<file path="src/shared/gpm_pkg.sv">
// Package: register map, gamut preset values and luminance and sample figures of the gamut preset decoder
//////////////////////////////////////////////////////////////////////////////////////////////
// Summary of operation
// - Gamut map selector permits only codes 0-1, 4-5 and 64-127.
// - Code 0 picks implementation method, code 1 picks explicitly transmitted parameters.
// - Codes 2-3, 6-63, 128-255 reserved; codes 64-127 carry unspecified meaning.
// - Code 4 loads first preset: cinema gamut in wide primaries to standard gamut.
// - Code 5 loads second preset: full wide gamut down to standard gamut.
// - First preset: saturation 1, ratios 7/8 and 29/64, lightness 2, crop 0, hue 3.
// - First preset keep ratios 7/8 except fifth 6/8; align present, values 4,1,2,4,5,1.
// - Second preset: lightness 2, crop 0, hue 2, align 4,1,2,4,5,1, single keep ratio.
// - Carriage selector 0 routes to parameter path, 1 routes to table path.
// - Each decoded picture is combined with its own metadata to form the output.
// - Adaptation off gives SDR output; adaptation on gives display-adapted HDR output.
// - Accepted target peak spans from 100 cd/m2 to above the mastering peak.
// - SDR output uses peak 100 cd/m2 and leaves metadata values unmodified.
// - Input is full range with 10-bit samples, largest sample count 1024.
package gpm_pkg;

    // APB register byte offsets
    localparam logic [7:0] GPM_OFF_CTRL = 8'h00;
    localparam logic [7:0] GPM_OFF_PEAK = 8'h04;
    localparam logic [7:0] GPM_OFF_STATUS = 8'h08;
    localparam logic [7:0] GPM_OFF_MASK = 8'h0c;
    localparam logic [7:0] GPM_OFF_ACTIVE = 8'h10;

    // Field positions
    localparam int GPM_CTRL_ADAPT_BIT = 0;
    localparam int GPM_ST_BAD_SEL = 0;
    localparam int GPM_ST_PIC = 1;
    localparam int GPM_ST_CLAMP = 2;
    localparam int GPM_ST_WIDTH = 3;
    localparam int GPM_PEAK_WIDTH = 14;

    // Reset values
    localparam logic GPM_CTRL_RST = 1'b0;
    localparam logic [13:0] GPM_PEAK_RST = 14'h0064;
    localparam logic [2:0] GPM_MASK_RST = 3'h0;

    // Luminance and sample figures
    localparam logic [13:0] GPM_SDR_PEAK = 14'h0064;
    localparam int GPM_MAX_SAMPLE_VAL = 1024;

    // Gamut map selector codes
    localparam logic [7:0] GPM_CODE_IMPL = 8'h00;
    localparam logic [7:0] GPM_CODE_EXPLICIT = 8'h01;
    localparam logic [7:0] GPM_CODE_PRESET_A = 8'h04;
    localparam logic [7:0] GPM_CODE_PRESET_B = 8'h05;
    localparam logic [7:0] GPM_CODE_UNSPEC_LO = 8'h40;
    localparam logic [7:0] GPM_CODE_UNSPEC_HI = 8'h7f;

    // Ratios are in 64ths
    localparam logic [6:0] GPM_RATIO_7_8 = 7'h38;
    localparam logic [6:0] GPM_RATIO_6_8 = 7'h30;
    localparam logic [6:0] GPM_RATIO_29_64 = 7'h1d;
    localparam logic [3:0] GPM_SAT_MAP_PRESET = 4'h1;
    localparam logic [3:0] GPM_LIGHT_MAP_PRESET = 4'h2;
    localparam logic [3:0] GPM_CROP_PRESET = 4'h0;
    localparam logic [3:0] GPM_HUE_ADJ_A = 4'h3;
    localparam logic [3:0] GPM_HUE_ADJ_B = 4'h2;
    // Sector 0 in the low bits
    localparam logic [41:0] GPM_KEEP_A = {7'h38, 7'h30, 7'h38, 7'h38, 7'h38, 7'h38};
    localparam logic [17:0] GPM_ALIGN_SET = {3'h1, 3'h5, 3'h4, 3'h2, 3'h1, 3'h4};
    localparam logic [6:0] GPM_KEEP_OVERALL_B = 7'h38;

    typedef enum logic [2:0] {
        GM_IMPL,
        GM_EXPLICIT,
        GM_PRESET_A,
        GM_PRESET_B,
        GM_UNSPEC
    } gpm_gm_type;

endpackage : gpm_pkg

</file>
<file path="src/gpm_preset_rom.sv">
// Module: expands the active gamut method into the registered preset parameter set
`timescale 1ns/1ps
`default_nettype none
module gpm_preset_rom #(
    parameter logic [6:0] KEEP_OVERALL = gpm_pkg::GPM_KEEP_OVERALL_B
) (
    input wire logic clk,
    input wire logic arst_n,
    input wire logic load,
    input wire gpm_pkg::gpm_gm_type mode,
    output logic preset_valid,
    output logic [3:0] sat_map_sel,
    output logic [6:0] sat_ratio_1seg,
    output logic [6:0] sat_ratio_2seg_wide,
    output logic [6:0] sat_ratio_2seg_std,
    output logic [3:0] light_map_sel,
    output logic [3:0] crop_sel,
    output logic [3:0] hue_adj_sel,
    output logic [41:0] hue_keep_sectors,
    output logic [6:0] hue_keep_overall,
    output logic hue_align_present,
    output logic [17:0] hue_align_sectors,
    output logic chroma_adjust_present
);
    import gpm_pkg::*;

    wire is_a = (mode == GM_PRESET_A);
    wire is_b = (mode == GM_PRESET_B);
    wire is_preset = is_a | is_b;
    logic [41:0] keep_next;

    // Per-sector keep ratios only exist in the first preset
    genvar s;
    generate
        for (s = 0; s < 6; s++) begin : g_sector
            assign keep_next[7*s +: 7] = is_a ? GPM_KEEP_A[7*s +: 7] : 7'h00;
        end
    endgenerate

    always_ff @(posedge clk or negedge arst_n) begin
        if (!arst_n) begin
            preset_valid <= 1'b0;
            sat_map_sel <= 4'h0;
            sat_ratio_1seg <= 7'h00;
            sat_ratio_2seg_wide <= 7'h00;
            sat_ratio_2seg_std <= 7'h00;
            light_map_sel <= 4'h0;
            crop_sel <= 4'h0;
            hue_adj_sel <= 4'h0;
            hue_keep_sectors <= 42'h0;
            hue_keep_overall <= 7'h00;
            hue_align_present <= 1'b0;
            hue_align_sectors <= 18'h0;
            chroma_adjust_present <= 1'b0;
        end else if (load) begin
            preset_valid <= is_preset;
            sat_map_sel <= is_preset ? GPM_SAT_MAP_PRESET : 4'h0;
            sat_ratio_1seg <= is_preset ? GPM_RATIO_7_8 : 7'h00;
            sat_ratio_2seg_wide <= is_preset ? GPM_RATIO_29_64 : 7'h00;
            sat_ratio_2seg_std <= is_preset ? GPM_RATIO_29_64 : 7'h00;
            light_map_sel <= is_preset ? GPM_LIGHT_MAP_PRESET : 4'h0;
            crop_sel <= GPM_CROP_PRESET;
            hue_adj_sel <= is_a ? GPM_HUE_ADJ_A : (is_b ? GPM_HUE_ADJ_B : 4'h0);
            hue_keep_sectors <= keep_next;
            hue_keep_overall <= is_b ? KEEP_OVERALL : 7'h00;
            hue_align_present <= is_preset;
            hue_align_sectors <= is_preset ? GPM_ALIGN_SET : 18'h0;
            chroma_adjust_present <= 1'b0;
        end
    end
endmodule : gpm_preset_rom
`default_nettype wire

</file>
<file path="src/gpm_decoder.sv">
// Module: gamut preset metadata decoder with APB registers, picture tagging and interrupt
//
// Design decisions made here: register access over APB and the placing of the registers.
`timescale 1ns/1ps
`default_nettype none
module gpm_decoder #(
    parameter int SAMPLE_BITS = $clog2(gpm_pkg::GPM_MAX_SAMPLE_VAL),
    parameter logic [6:0] KEEP_OVERALL = gpm_pkg::GPM_KEEP_OVERALL_B
) (
    input wire logic SYS_CLK,
    input wire logic ARST_N,
    input wire logic PSEL,
    input wire logic PENABLE,
    input wire logic PWRITE,
    input wire logic [7:0] PADDR,
    input wire logic [31:0] PWDATA,
    output logic [31:0] PRDATA,
    output logic PREADY,
    output logic PSLVERR,
    input wire logic MD_VALID,
    input wire logic [7:0] MD_GAMUT_SEL,
    input wire logic MD_CARRIAGE,
    input wire logic VID_VALID,
    input wire logic VID_SOF,
    input wire logic [3*SAMPLE_BITS-1:0] VID_SAMPLE,
    output logic OUT_VALID,
    output logic OUT_SOF,
    output logic [3*SAMPLE_BITS-1:0] OUT_SAMPLE,
    output logic OUT_HDR,
    output logic [13:0] OUT_PEAK_LUM,
    output logic RECOMPUTE_EN,
    output logic PATH_PARAM_EN,
    output logic PATH_TABLE_EN,
    output gpm_pkg::gpm_gm_type GM_METHOD,
    output logic PRESET_VALID,
    output logic [3:0] SAT_MAP_SEL,
    output logic [6:0] SAT_RATIO_1SEG,
    output logic [6:0] SAT_RATIO_2SEG_WIDE,
    output logic [6:0] SAT_RATIO_2SEG_STD,
    output logic [3:0] LIGHT_MAP_SEL,
    output logic [3:0] CROP_SEL,
    output logic [3:0] HUE_ADJ_SEL,
    output logic [41:0] HUE_KEEP_SECTORS,
    output logic [6:0] HUE_KEEP_OVERALL,
    output logic HUE_ALIGN_PRESENT,
    output logic [17:0] HUE_ALIGN_SECTORS,
    output logic CHROMA_ADJUST_PRESENT,
    output logic IRQ
);
    import gpm_pkg::*;

    //////////////////////////////////////////////////////////////////////////
    // APB decode
    logic ctrl_adapt_reg;
    logic [13:0] peak_reg;
    logic [2:0] status_reg;
    logic [2:0] status_next;
    logic [2:0] mask_reg;
    logic [31:0] prdata_reg;
    logic [31:0] rdata_mux;

    wire apb_setup = PSEL & ~PENABLE;
    wire apb_access = PSEL & PENABLE;
    wire apb_wr = apb_access & PWRITE;
    wire hit_ctrl = (PADDR == GPM_OFF_CTRL);
    wire hit_peak = (PADDR == GPM_OFF_PEAK);
    wire hit_status = (PADDR == GPM_OFF_STATUS);
    wire hit_mask = (PADDR == GPM_OFF_MASK);
    wire hit_active = (PADDR == GPM_OFF_ACTIVE);
    wire addr_ok = hit_ctrl | hit_peak | hit_status | hit_mask | hit_active;
    wire wr_ctrl = apb_wr & hit_ctrl;
    wire wr_peak = apb_wr & hit_peak;
    wire wr_status = apb_wr & hit_status;
    wire wr_mask = apb_wr & hit_mask;

    // Zero-wait slave: read data is captured in the setup phase
    assign PREADY = 1'b1;
    assign PSLVERR = apb_access & ~addr_ok;
    assign PRDATA = prdata_reg;

    //////////////////////////////////////////////////////////////////////////
    // Target peak luminance, lower bound clamp
    wire [13:0] peak_wdata = PWDATA[13:0];
    wire peak_low = peak_wdata < GPM_SDR_PEAK;
    wire [13:0] peak_accept = peak_low ? GPM_SDR_PEAK : peak_wdata;

    //////////////////////////////////////////////////////////////////////////
    // Selector classification
    wire in_unspec = (MD_GAMUT_SEL >= GPM_CODE_UNSPEC_LO) && (MD_GAMUT_SEL <= GPM_CODE_UNSPEC_HI);
    wire is_impl = (MD_GAMUT_SEL == GPM_CODE_IMPL);
    wire is_expl = (MD_GAMUT_SEL == GPM_CODE_EXPLICIT);
    wire is_pa = (MD_GAMUT_SEL == GPM_CODE_PRESET_A);
    wire is_pb = (MD_GAMUT_SEL == GPM_CODE_PRESET_B);
    wire sel_ok = is_impl | is_expl | is_pa | is_pb | in_unspec;
    wire bad_sel = MD_VALID & ~sel_ok;
    gpm_gm_type md_mode;

    // Reserved codes fall back to the implementation method
    assign md_mode = is_expl ? GM_EXPLICIT :
                     is_pa ? GM_PRESET_A :
                     is_pb ? GM_PRESET_B :
                     in_unspec ? GM_UNSPEC : GM_IMPL;

    //////////////////////////////////////////////////////////////////////////
    // Pending metadata for the next picture
    gpm_gm_type pend_mode_reg;
    logic pend_carr_reg;
    gpm_gm_type act_mode_reg;
    logic act_carr_reg;
    logic act_hdr_reg;
    logic [13:0] act_peak_reg;

    wire pic_start = VID_VALID & VID_SOF;
    // Metadata arriving with the first sample belongs to that picture
    gpm_gm_type new_mode;
    assign new_mode = MD_VALID ? md_mode : pend_mode_reg;
    wire new_carr = MD_VALID ? MD_CARRIAGE : pend_carr_reg;
    gpm_gm_type sel_mode;
    assign sel_mode = pic_start ? new_mode : act_mode_reg;
    wire sel_carr = pic_start ? new_carr : act_carr_reg;
    wire sel_hdr = pic_start ? ctrl_adapt_reg : act_hdr_reg;
    // SDR output always runs at the fixed SDR peak
    wire [13:0] sel_peak = pic_start ? (ctrl_adapt_reg ? peak_reg : GPM_SDR_PEAK)
                                     : act_peak_reg;

    //////////////////////////////////////////////////////////////////////////
    // Interrupt status
    wire [2:0] st_set = {wr_peak & peak_low, pic_start, bad_sel};
    wire [2:0] st_clr = wr_status ? PWDATA[2:0] : 3'h0;
    assign status_next = (status_reg & ~st_clr) | st_set;
    assign IRQ = |(status_reg & mask_reg);

    assign rdata_mux = hit_ctrl ? {31'h0, ctrl_adapt_reg} :
                       hit_peak ? {18'h0, peak_reg} :
                       hit_status ? {29'h0, status_reg} :
                       hit_mask ? {29'h0, mask_reg} :
                       hit_active ? {2'h0, act_peak_reg, 10'h0, act_mode_reg,
                                     1'b0, act_hdr_reg, act_carr_reg} :
                       32'h0;

    //////////////////////////////////////////////////////////////////////////
    // Registers
    always_ff @(posedge SYS_CLK or negedge ARST_N) begin
        if (!ARST_N) begin
            ctrl_adapt_reg <= GPM_CTRL_RST;
            peak_reg <= GPM_PEAK_RST;
            status_reg <= 3'h0;
            mask_reg <= GPM_MASK_RST;
            prdata_reg <= 32'h0;
        end else begin
            if (wr_ctrl) begin
                ctrl_adapt_reg <= PWDATA[GPM_CTRL_ADAPT_BIT];
            end
            if (wr_peak) begin
                peak_reg <= peak_accept;
            end
            if (wr_mask) begin
                mask_reg <= PWDATA[2:0];
            end
            status_reg <= status_next;
            if (apb_setup) begin
                prdata_reg <= rdata_mux;
            end
        end
    end

    always_ff @(posedge SYS_CLK or negedge ARST_N) begin
        if (!ARST_N) begin
            pend_mode_reg <= GM_IMPL;
            pend_carr_reg <= 1'b0;
        end else if (MD_VALID) begin
            pend_mode_reg <= md_mode;
            pend_carr_reg <= MD_CARRIAGE;
        end
    end

    always_ff @(posedge SYS_CLK or negedge ARST_N) begin
        if (!ARST_N) begin
            act_mode_reg <= GM_IMPL;
            act_carr_reg <= 1'b0;
            act_hdr_reg <= 1'b0;
            act_peak_reg <= GPM_SDR_PEAK;
        end else begin
            act_mode_reg <= sel_mode;
            act_carr_reg <= sel_carr;
            act_hdr_reg <= sel_hdr;
            act_peak_reg <= sel_peak;
        end
    end

    //////////////////////////////////////////////////////////////////////////
    // Picture path, one register stage tagged with its metadata
    always_ff @(posedge SYS_CLK or negedge ARST_N) begin
        if (!ARST_N) begin
            OUT_VALID <= 1'b0;
            OUT_SOF <= 1'b0;
            OUT_SAMPLE <= '0;
        end else begin
            OUT_VALID <= VID_VALID;
            OUT_SOF <= pic_start;
            OUT_SAMPLE <= VID_SAMPLE;
        end
    end

    assign OUT_HDR = act_hdr_reg;
    assign OUT_PEAK_LUM = act_peak_reg;
    assign RECOMPUTE_EN = act_hdr_reg;
    assign PATH_PARAM_EN = ~act_carr_reg;
    assign PATH_TABLE_EN = act_carr_reg;
    assign GM_METHOD = act_mode_reg;

    gpm_preset_rom #(
        .KEEP_OVERALL(KEEP_OVERALL)
    ) u_rom (
        .clk(SYS_CLK),
        .arst_n(ARST_N),
        .load(pic_start),
        .mode(new_mode),
        .preset_valid(PRESET_VALID),
        .sat_map_sel(SAT_MAP_SEL),
        .sat_ratio_1seg(SAT_RATIO_1SEG),
        .sat_ratio_2seg_wide(SAT_RATIO_2SEG_WIDE),
        .sat_ratio_2seg_std(SAT_RATIO_2SEG_STD),
        .light_map_sel(LIGHT_MAP_SEL),
        .crop_sel(CROP_SEL),
        .hue_adj_sel(HUE_ADJ_SEL),
        .hue_keep_sectors(HUE_KEEP_SECTORS),
        .hue_keep_overall(HUE_KEEP_OVERALL),
        .hue_align_present(HUE_ALIGN_PRESENT),
        .hue_align_sectors(HUE_ALIGN_SECTORS),
        .chroma_adjust_present(CHROMA_ADJUST_PRESENT)
    );
endmodule : gpm_decoder
`default_nettype wire

</file>
<file path="config.mk">
export PLATFORM = sky130hd
export DESIGN_NAME = gpm_decoder
export DESIGN_NICKNAME = d
export VERILOG_FILES = /design/src/shared/gpm_pkg.sv /design/src/gpm_preset_rom.sv /design/src/gpm_decoder.sv
export SDC_FILE = /design/constraint.sdc
export NUM_CORES = 1
export LEC_CHECK = 0
export CORE_AREA = 2 2 110 112
export CTS_BUF_LIST = sky130_fd_sc_hd__clkbuf_8
export CTS_CLUSTER_SIZE = 12
export DETAILED_ROUTE_END_ITERATION = 8
export DIE_AREA = 0 0 112 114
export DONT_BUFFER_PORTS = 1
export SYNTH_ARGS = -nofsm -noshare
export SYNTH_HDL_FRONTEND = slang
export SYNTH_SLANG_ARGS = --single-unit
</file>
<file path="constraint.sdc">
create_clock -name SYS_CLK -period 4 [get_ports SYS_CLK]
set_input_delay 1 -clock SYS_CLK [delete_from_list [all_inputs] [get_ports SYS_CLK]]
set_output_delay 1 -clock SYS_CLK [all_outputs]
set_load 0.01 [all_outputs]
</file>
[After elaboration in Yosys (flattened, before gate mapping)]
Cells that the tools add are included.
Storage, ports and cells
  register bits: 202
  input port bits: 87
  output and inout port bits: 195
  logic and storage cells: 91
Cells by class
  magnitude comparators: 3
  equality and inequality tests: 9
  muxes and demuxes: 24
  bitwise logic cells: 28
  reduce and logical (&&, ||, !) cells: 4
Operators by type and width (count)
  30-bit two-way mux: 5
  14-bit two-way mux: 2
  8-bit by 3-bit == test with 1-bit output (second input constant): 3
  6-bit two-way mux: 4
  3-bit two-way mux: 6
  8-bit by 4-bit == test with 1-bit output (second input constant): 2
  8-bit zero test: 2
  16-bit two-way mux: 1
  14-bit by 7-bit less-than comparator with 1-bit output (second input constant): 1
  1-bit bitwise AND: 11
  1-bit OR: 9
  8-bit by 1-bit == test with 1-bit output (second input constant): 1
  8-bit by 5-bit == test with 1-bit output (second input constant): 1
  8-bit by 7-bit >= comparator with 1-bit output (second input constant): 1
  8-bit by 7-bit less-or-equal comparator with 1-bit output (second input constant): 1
  3-bit bitwise AND: 2
  3-bit by 2-bit == test with 1-bit output (second input constant): 2
  5-bit two-way mux: 1
  2-bit two-way mux: 2
  4-bit two-way mux: 1
  1-bit NOT: 4
  3-bit NOT: 1
  3-bit OR: 1
  3-bit OR reduction: 1
  other kinds (2): 3

[Longest topological paths before layout]
  depth after elaboration: 10
  depth in mapped cells: 6
  mapped depth without buffers: 5

[By module]
Synthesis repeated with hierarchy kept, for this count alone.
Second synthesis, totals
  cell total of the unflattened synthesis: 425
  area, all modules: 4808.4 um^2
By module, submodules not included
  gpm_decoder: times used 1, cells each 309, area an instance 3896.2 um^2, sequential area each 2610.0 um^2
  gpm_preset_rom: times used 1, cells each 116, area an instance 912.1 um^2, sequential area each 75.1 um^2

[Worst setup path before layout]
OpenSTA, ideal clock, no wires.
  path type: input port to output port
  start point: in PADDR[7]
  end point: out PSLVERR
  arrival time: 1.885 ns
  data required time: 3.000 ns
  setup slack: 1.115 ns
  stages on the path: 4
  buffers on the path: 1
  cells stage by stage: or4_1 clkbuf_2 nor2_1 a21oi_1
On the way
  word-level cells in the longest chain between the ends: 7
  elaborated cells on any way between the ends: 11
  classes of those cells: eq/ne (4); bitwise (6); reduce/logical (1)
RTL lines
  from (decl): line gpm_decoder.sv:15  | input wire logic [7:0] PADDR,
  8-bit by 3-bit == test with 1-bit output or 8-bit zero test (tied branches): line gpm_decoder.sv:66, gpm_decoder.sv:65
  1-bit OR (3 in a row): line gpm_decoder.sv:70  | wire addr_ok = hit_ctrl | hit_peak | hit_status | hit_mask | hit_active;
  1-bit OR *: line gpm_decoder.sv:70
  1-bit NOT *: line gpm_decoder.sv:78  | assign PSLVERR = apb_access & ~addr_ok;
  1-bit bitwise AND *: line gpm_decoder.sv:78
  to (decl): line gpm_decoder.sv:19  | output logic PSLVERR,
Every way passes the cells marked *; elsewhere a longest branch is shown, timed or not.

[Final worst setup path]
Ends and elaborated chain as after synthesis.

==> flow_summary.yaml <==
finish:
  layout-drive-gt1-share: 0.111
  largest_register_ffs: 30
  regArea_sq_mm: 0.00269
  regMostFlops: "OUT_SAMPLE"
  multi_input_area_sq_mm: 0.00142
  nets: 471
  syn_to_final_growth_pct: -4.62
  filler_cell_count: 1159
  diodes: 0
  final_cells: 536
global_routing:
  grt.total_usage: 0.146
  grt_pass1_vias: 2445
  gr-total-overflow: 0
  antenna_found_initial: 0
  grt_max_degree: 108
  grt_pass1_wl_mm: 14.3
setup_path:
  cpPeakStageDelay_ns: 0.69
  reg2reg_depth: 2
  end_kind: "output pin"
  cp_top_family: "simple AND/OR/NAND/NOR gates"
  path_class: "in2out"
  startpoint_type: "input pin"
  crit_required_ns: 3.00
  r2r_end: "u_rom.sat_ratio_2seg_std[3]"
  crit_fanout: 6
  path_cells: "or4_1 -> nor2_1 -> a21oi_1"
  rr_startpoint: "u_rom.sat_ratio_2seg_std[3]"
  path_buf_inv: 0
  cp_slowest_cell: "or4_1"
  r2r_setup_slack_ns: 2.58
  cp.arrival_ns: 2.06
clocking:
  clkSlewWorstSetupHoldPaths_ns: 0.11
  cts_buffer_depth: 2
  cts_tree: "done"
  cts_sinks: 107
  cts.repair.resized: 0
  htreeDepth: 3
  clk_latency_ns: 0.38
  post_cts_buffers: 0
  numCtsBuffers: 9
  cts-root-buf: "clkbuf_8"
  holdBufCountCts: 0
synth:
  netlist_instances: 434
  yosysMostFrequentCell: "buf_4"
  ys.flop_type: "dfrtp_1"
  synth-seq-cells: 107
  ys_seq_area_frac: 0.560
  synth_top_area_frac: 0.527
  synth_edf_count: 0
  netlist_area_sq_mm: 0.00480
  yosys_warnings: 0
  ys_types: 45
  syn_avg_cell_area_sq_um: 11.1
  synth_top_area_cell: "dfrtp_1"
  synthArstFlopShare: 1.00
  synthTopCellsByArea: "dfrtp_1 (53%), buf_4 (17%), a22o_1 (4.0%)"
  synth.cells.most_frequent: "buf_4 (110), dfrtp_1 (101), nand2_1 (47)"
flow_run:
  maxCapViolCount: 0
place:
  post-place-ws_ns: 0.942
  post-place-cells: 520
  portBuffers: 0
  globalplace.congestion: 0.736
  dpl.hpwl_mm: 7.07
timing:
  fin_skew_ns: 0.0114
  clock.fmax_ghz: 0.327
  rsz0062_at_grt: "no"
  setup_slack_ns: 0.944
  report.final.slew_viol_count: 0
  slew_headroom: 0.255
  tightest_slew_ns: 1.12
  layout_min_cycle_time_ns: 3.06
  setup-tns-final_ns: 0
  report.final.hold_viol_count: 0
  fin_crit_sh: 0.764
  setup_violations: 0
detailed_routing:
  dr.pass1.iters: 6
  ant_nets: 0
  avgRoutedWirePerCell_microns: 17.9
  drc: 0
  wl_mm: 9.58
  via_count: 2634
  drtIter0Drc: 230
  vias_per_cell: 4.91
floorplanning:
  core_sq_mm: 0.0117
  rows: 40
  initial_utilization: 0.410
  ioPinCount: 282
  die_area_sq_mm: 0.0128
  die_height_microns: 114
  die_x_microns: 112
hold_path:
  hold_class: "in2async"
power_and_ir_drop:
  p_per_area_mw_per_mm2: 440
  ir_drop_v: 0.000164
  leakage_nw: 2.26
outcome:
  status: "finished, final reports clean"
==> cells in the final DEF (no fill, tap or decap), types with 5 or more instances in the layout <==
master    Yosys  layout
a21oi_1       7       7
a22o_1       22      22
a31oi_1       5       5
clkbuf_8      0       9
conb_1        2      68
dfrtp_1     101      99
dfstp_2       6       6
inv_1        10      10
mux2_2        6       6
mux2_4        6       6
nand2_1      47      47
nand3_1      18      18
nor2_1       15      15
nor2b_1       5       5
nor3_1        6       6
o21ai_0      10      10
==> kinds of logic (layout without fill, tap and decap cells) <==
kind of cell           Yosys count  after routing  share of synthesized area
muxes                           12             12                     0.0329
and+or+nand+nor                109            109                      0.108
other                            2             68                    0.00157
buffers and inverters          139             28                      0.197
DFF                            107            107                      0.560
AOI/OAI and AO/OA               65             65                      0.101
==> per-stage QoR <==
step | utilization | hold slack (ns) | instance area, sq um | power [mW]
finish | 0.391 | 0.297 | 4580 | 2.01
CTS | 0.391 | 0.281 | 4580 | 2.04
global placement | 0.371 | 0.471 | 4350 | 1.28
detailed placement | 0.371 | 0.494 | 4350 | 1.28
floorplan | - | 0.457 | 5040 | 1.38
global route | 0.391 | 0.274 | 4580 | 2.09
==> power by group <==
group | leakage [nW] | internal, mW | total [mW] | switching [mW]
registers | 1.37 | 1.11 | 1.18 | 0.0700
clock network | 0.113 | 0.364 | 0.749 | 0.385
logic | 0.783 | 0.0192 | 0.0811 | 0.0619
==> worst max-delay path by stage <==
stage | startpoint | to | slack (ns) | depth (start not counted)
finish | PADDR[7] | PSLVERR | 0.94 | 3
global route | PADDR[7] | PSLVERR | 0.91 | 3
detailed placement | PADDR[7] | PSLVERR | 0.94 | 3
CTS | PADDR[7] | PSLVERR | 0.94 | 3
global placement | PADDR[7] | PSLVERR | 0.95 | 3
floorplan | PADDR[7] | PSLVERR | 1.12 | 4
==> cell type report <==
type,instances,share of cell area
multi-input cells,254,0.311
repair buffers,2,0.00328
well taps,147,0.0402
clock inverters,7,0.0230
inverters,10,0.00820
clock buffers,9,0.0271
flip-flops and latches,107,0.587
==> layer usage <==
layer / track usage / share of wire
met1: 0.171 / 0.38
met3: 0.0632 / 0.090
met2: 0.240 / 0.51
met5: 0 / 0
met4: 0.0545 / 0.017
Note: power is estimated with default switching activity, not from simulation.
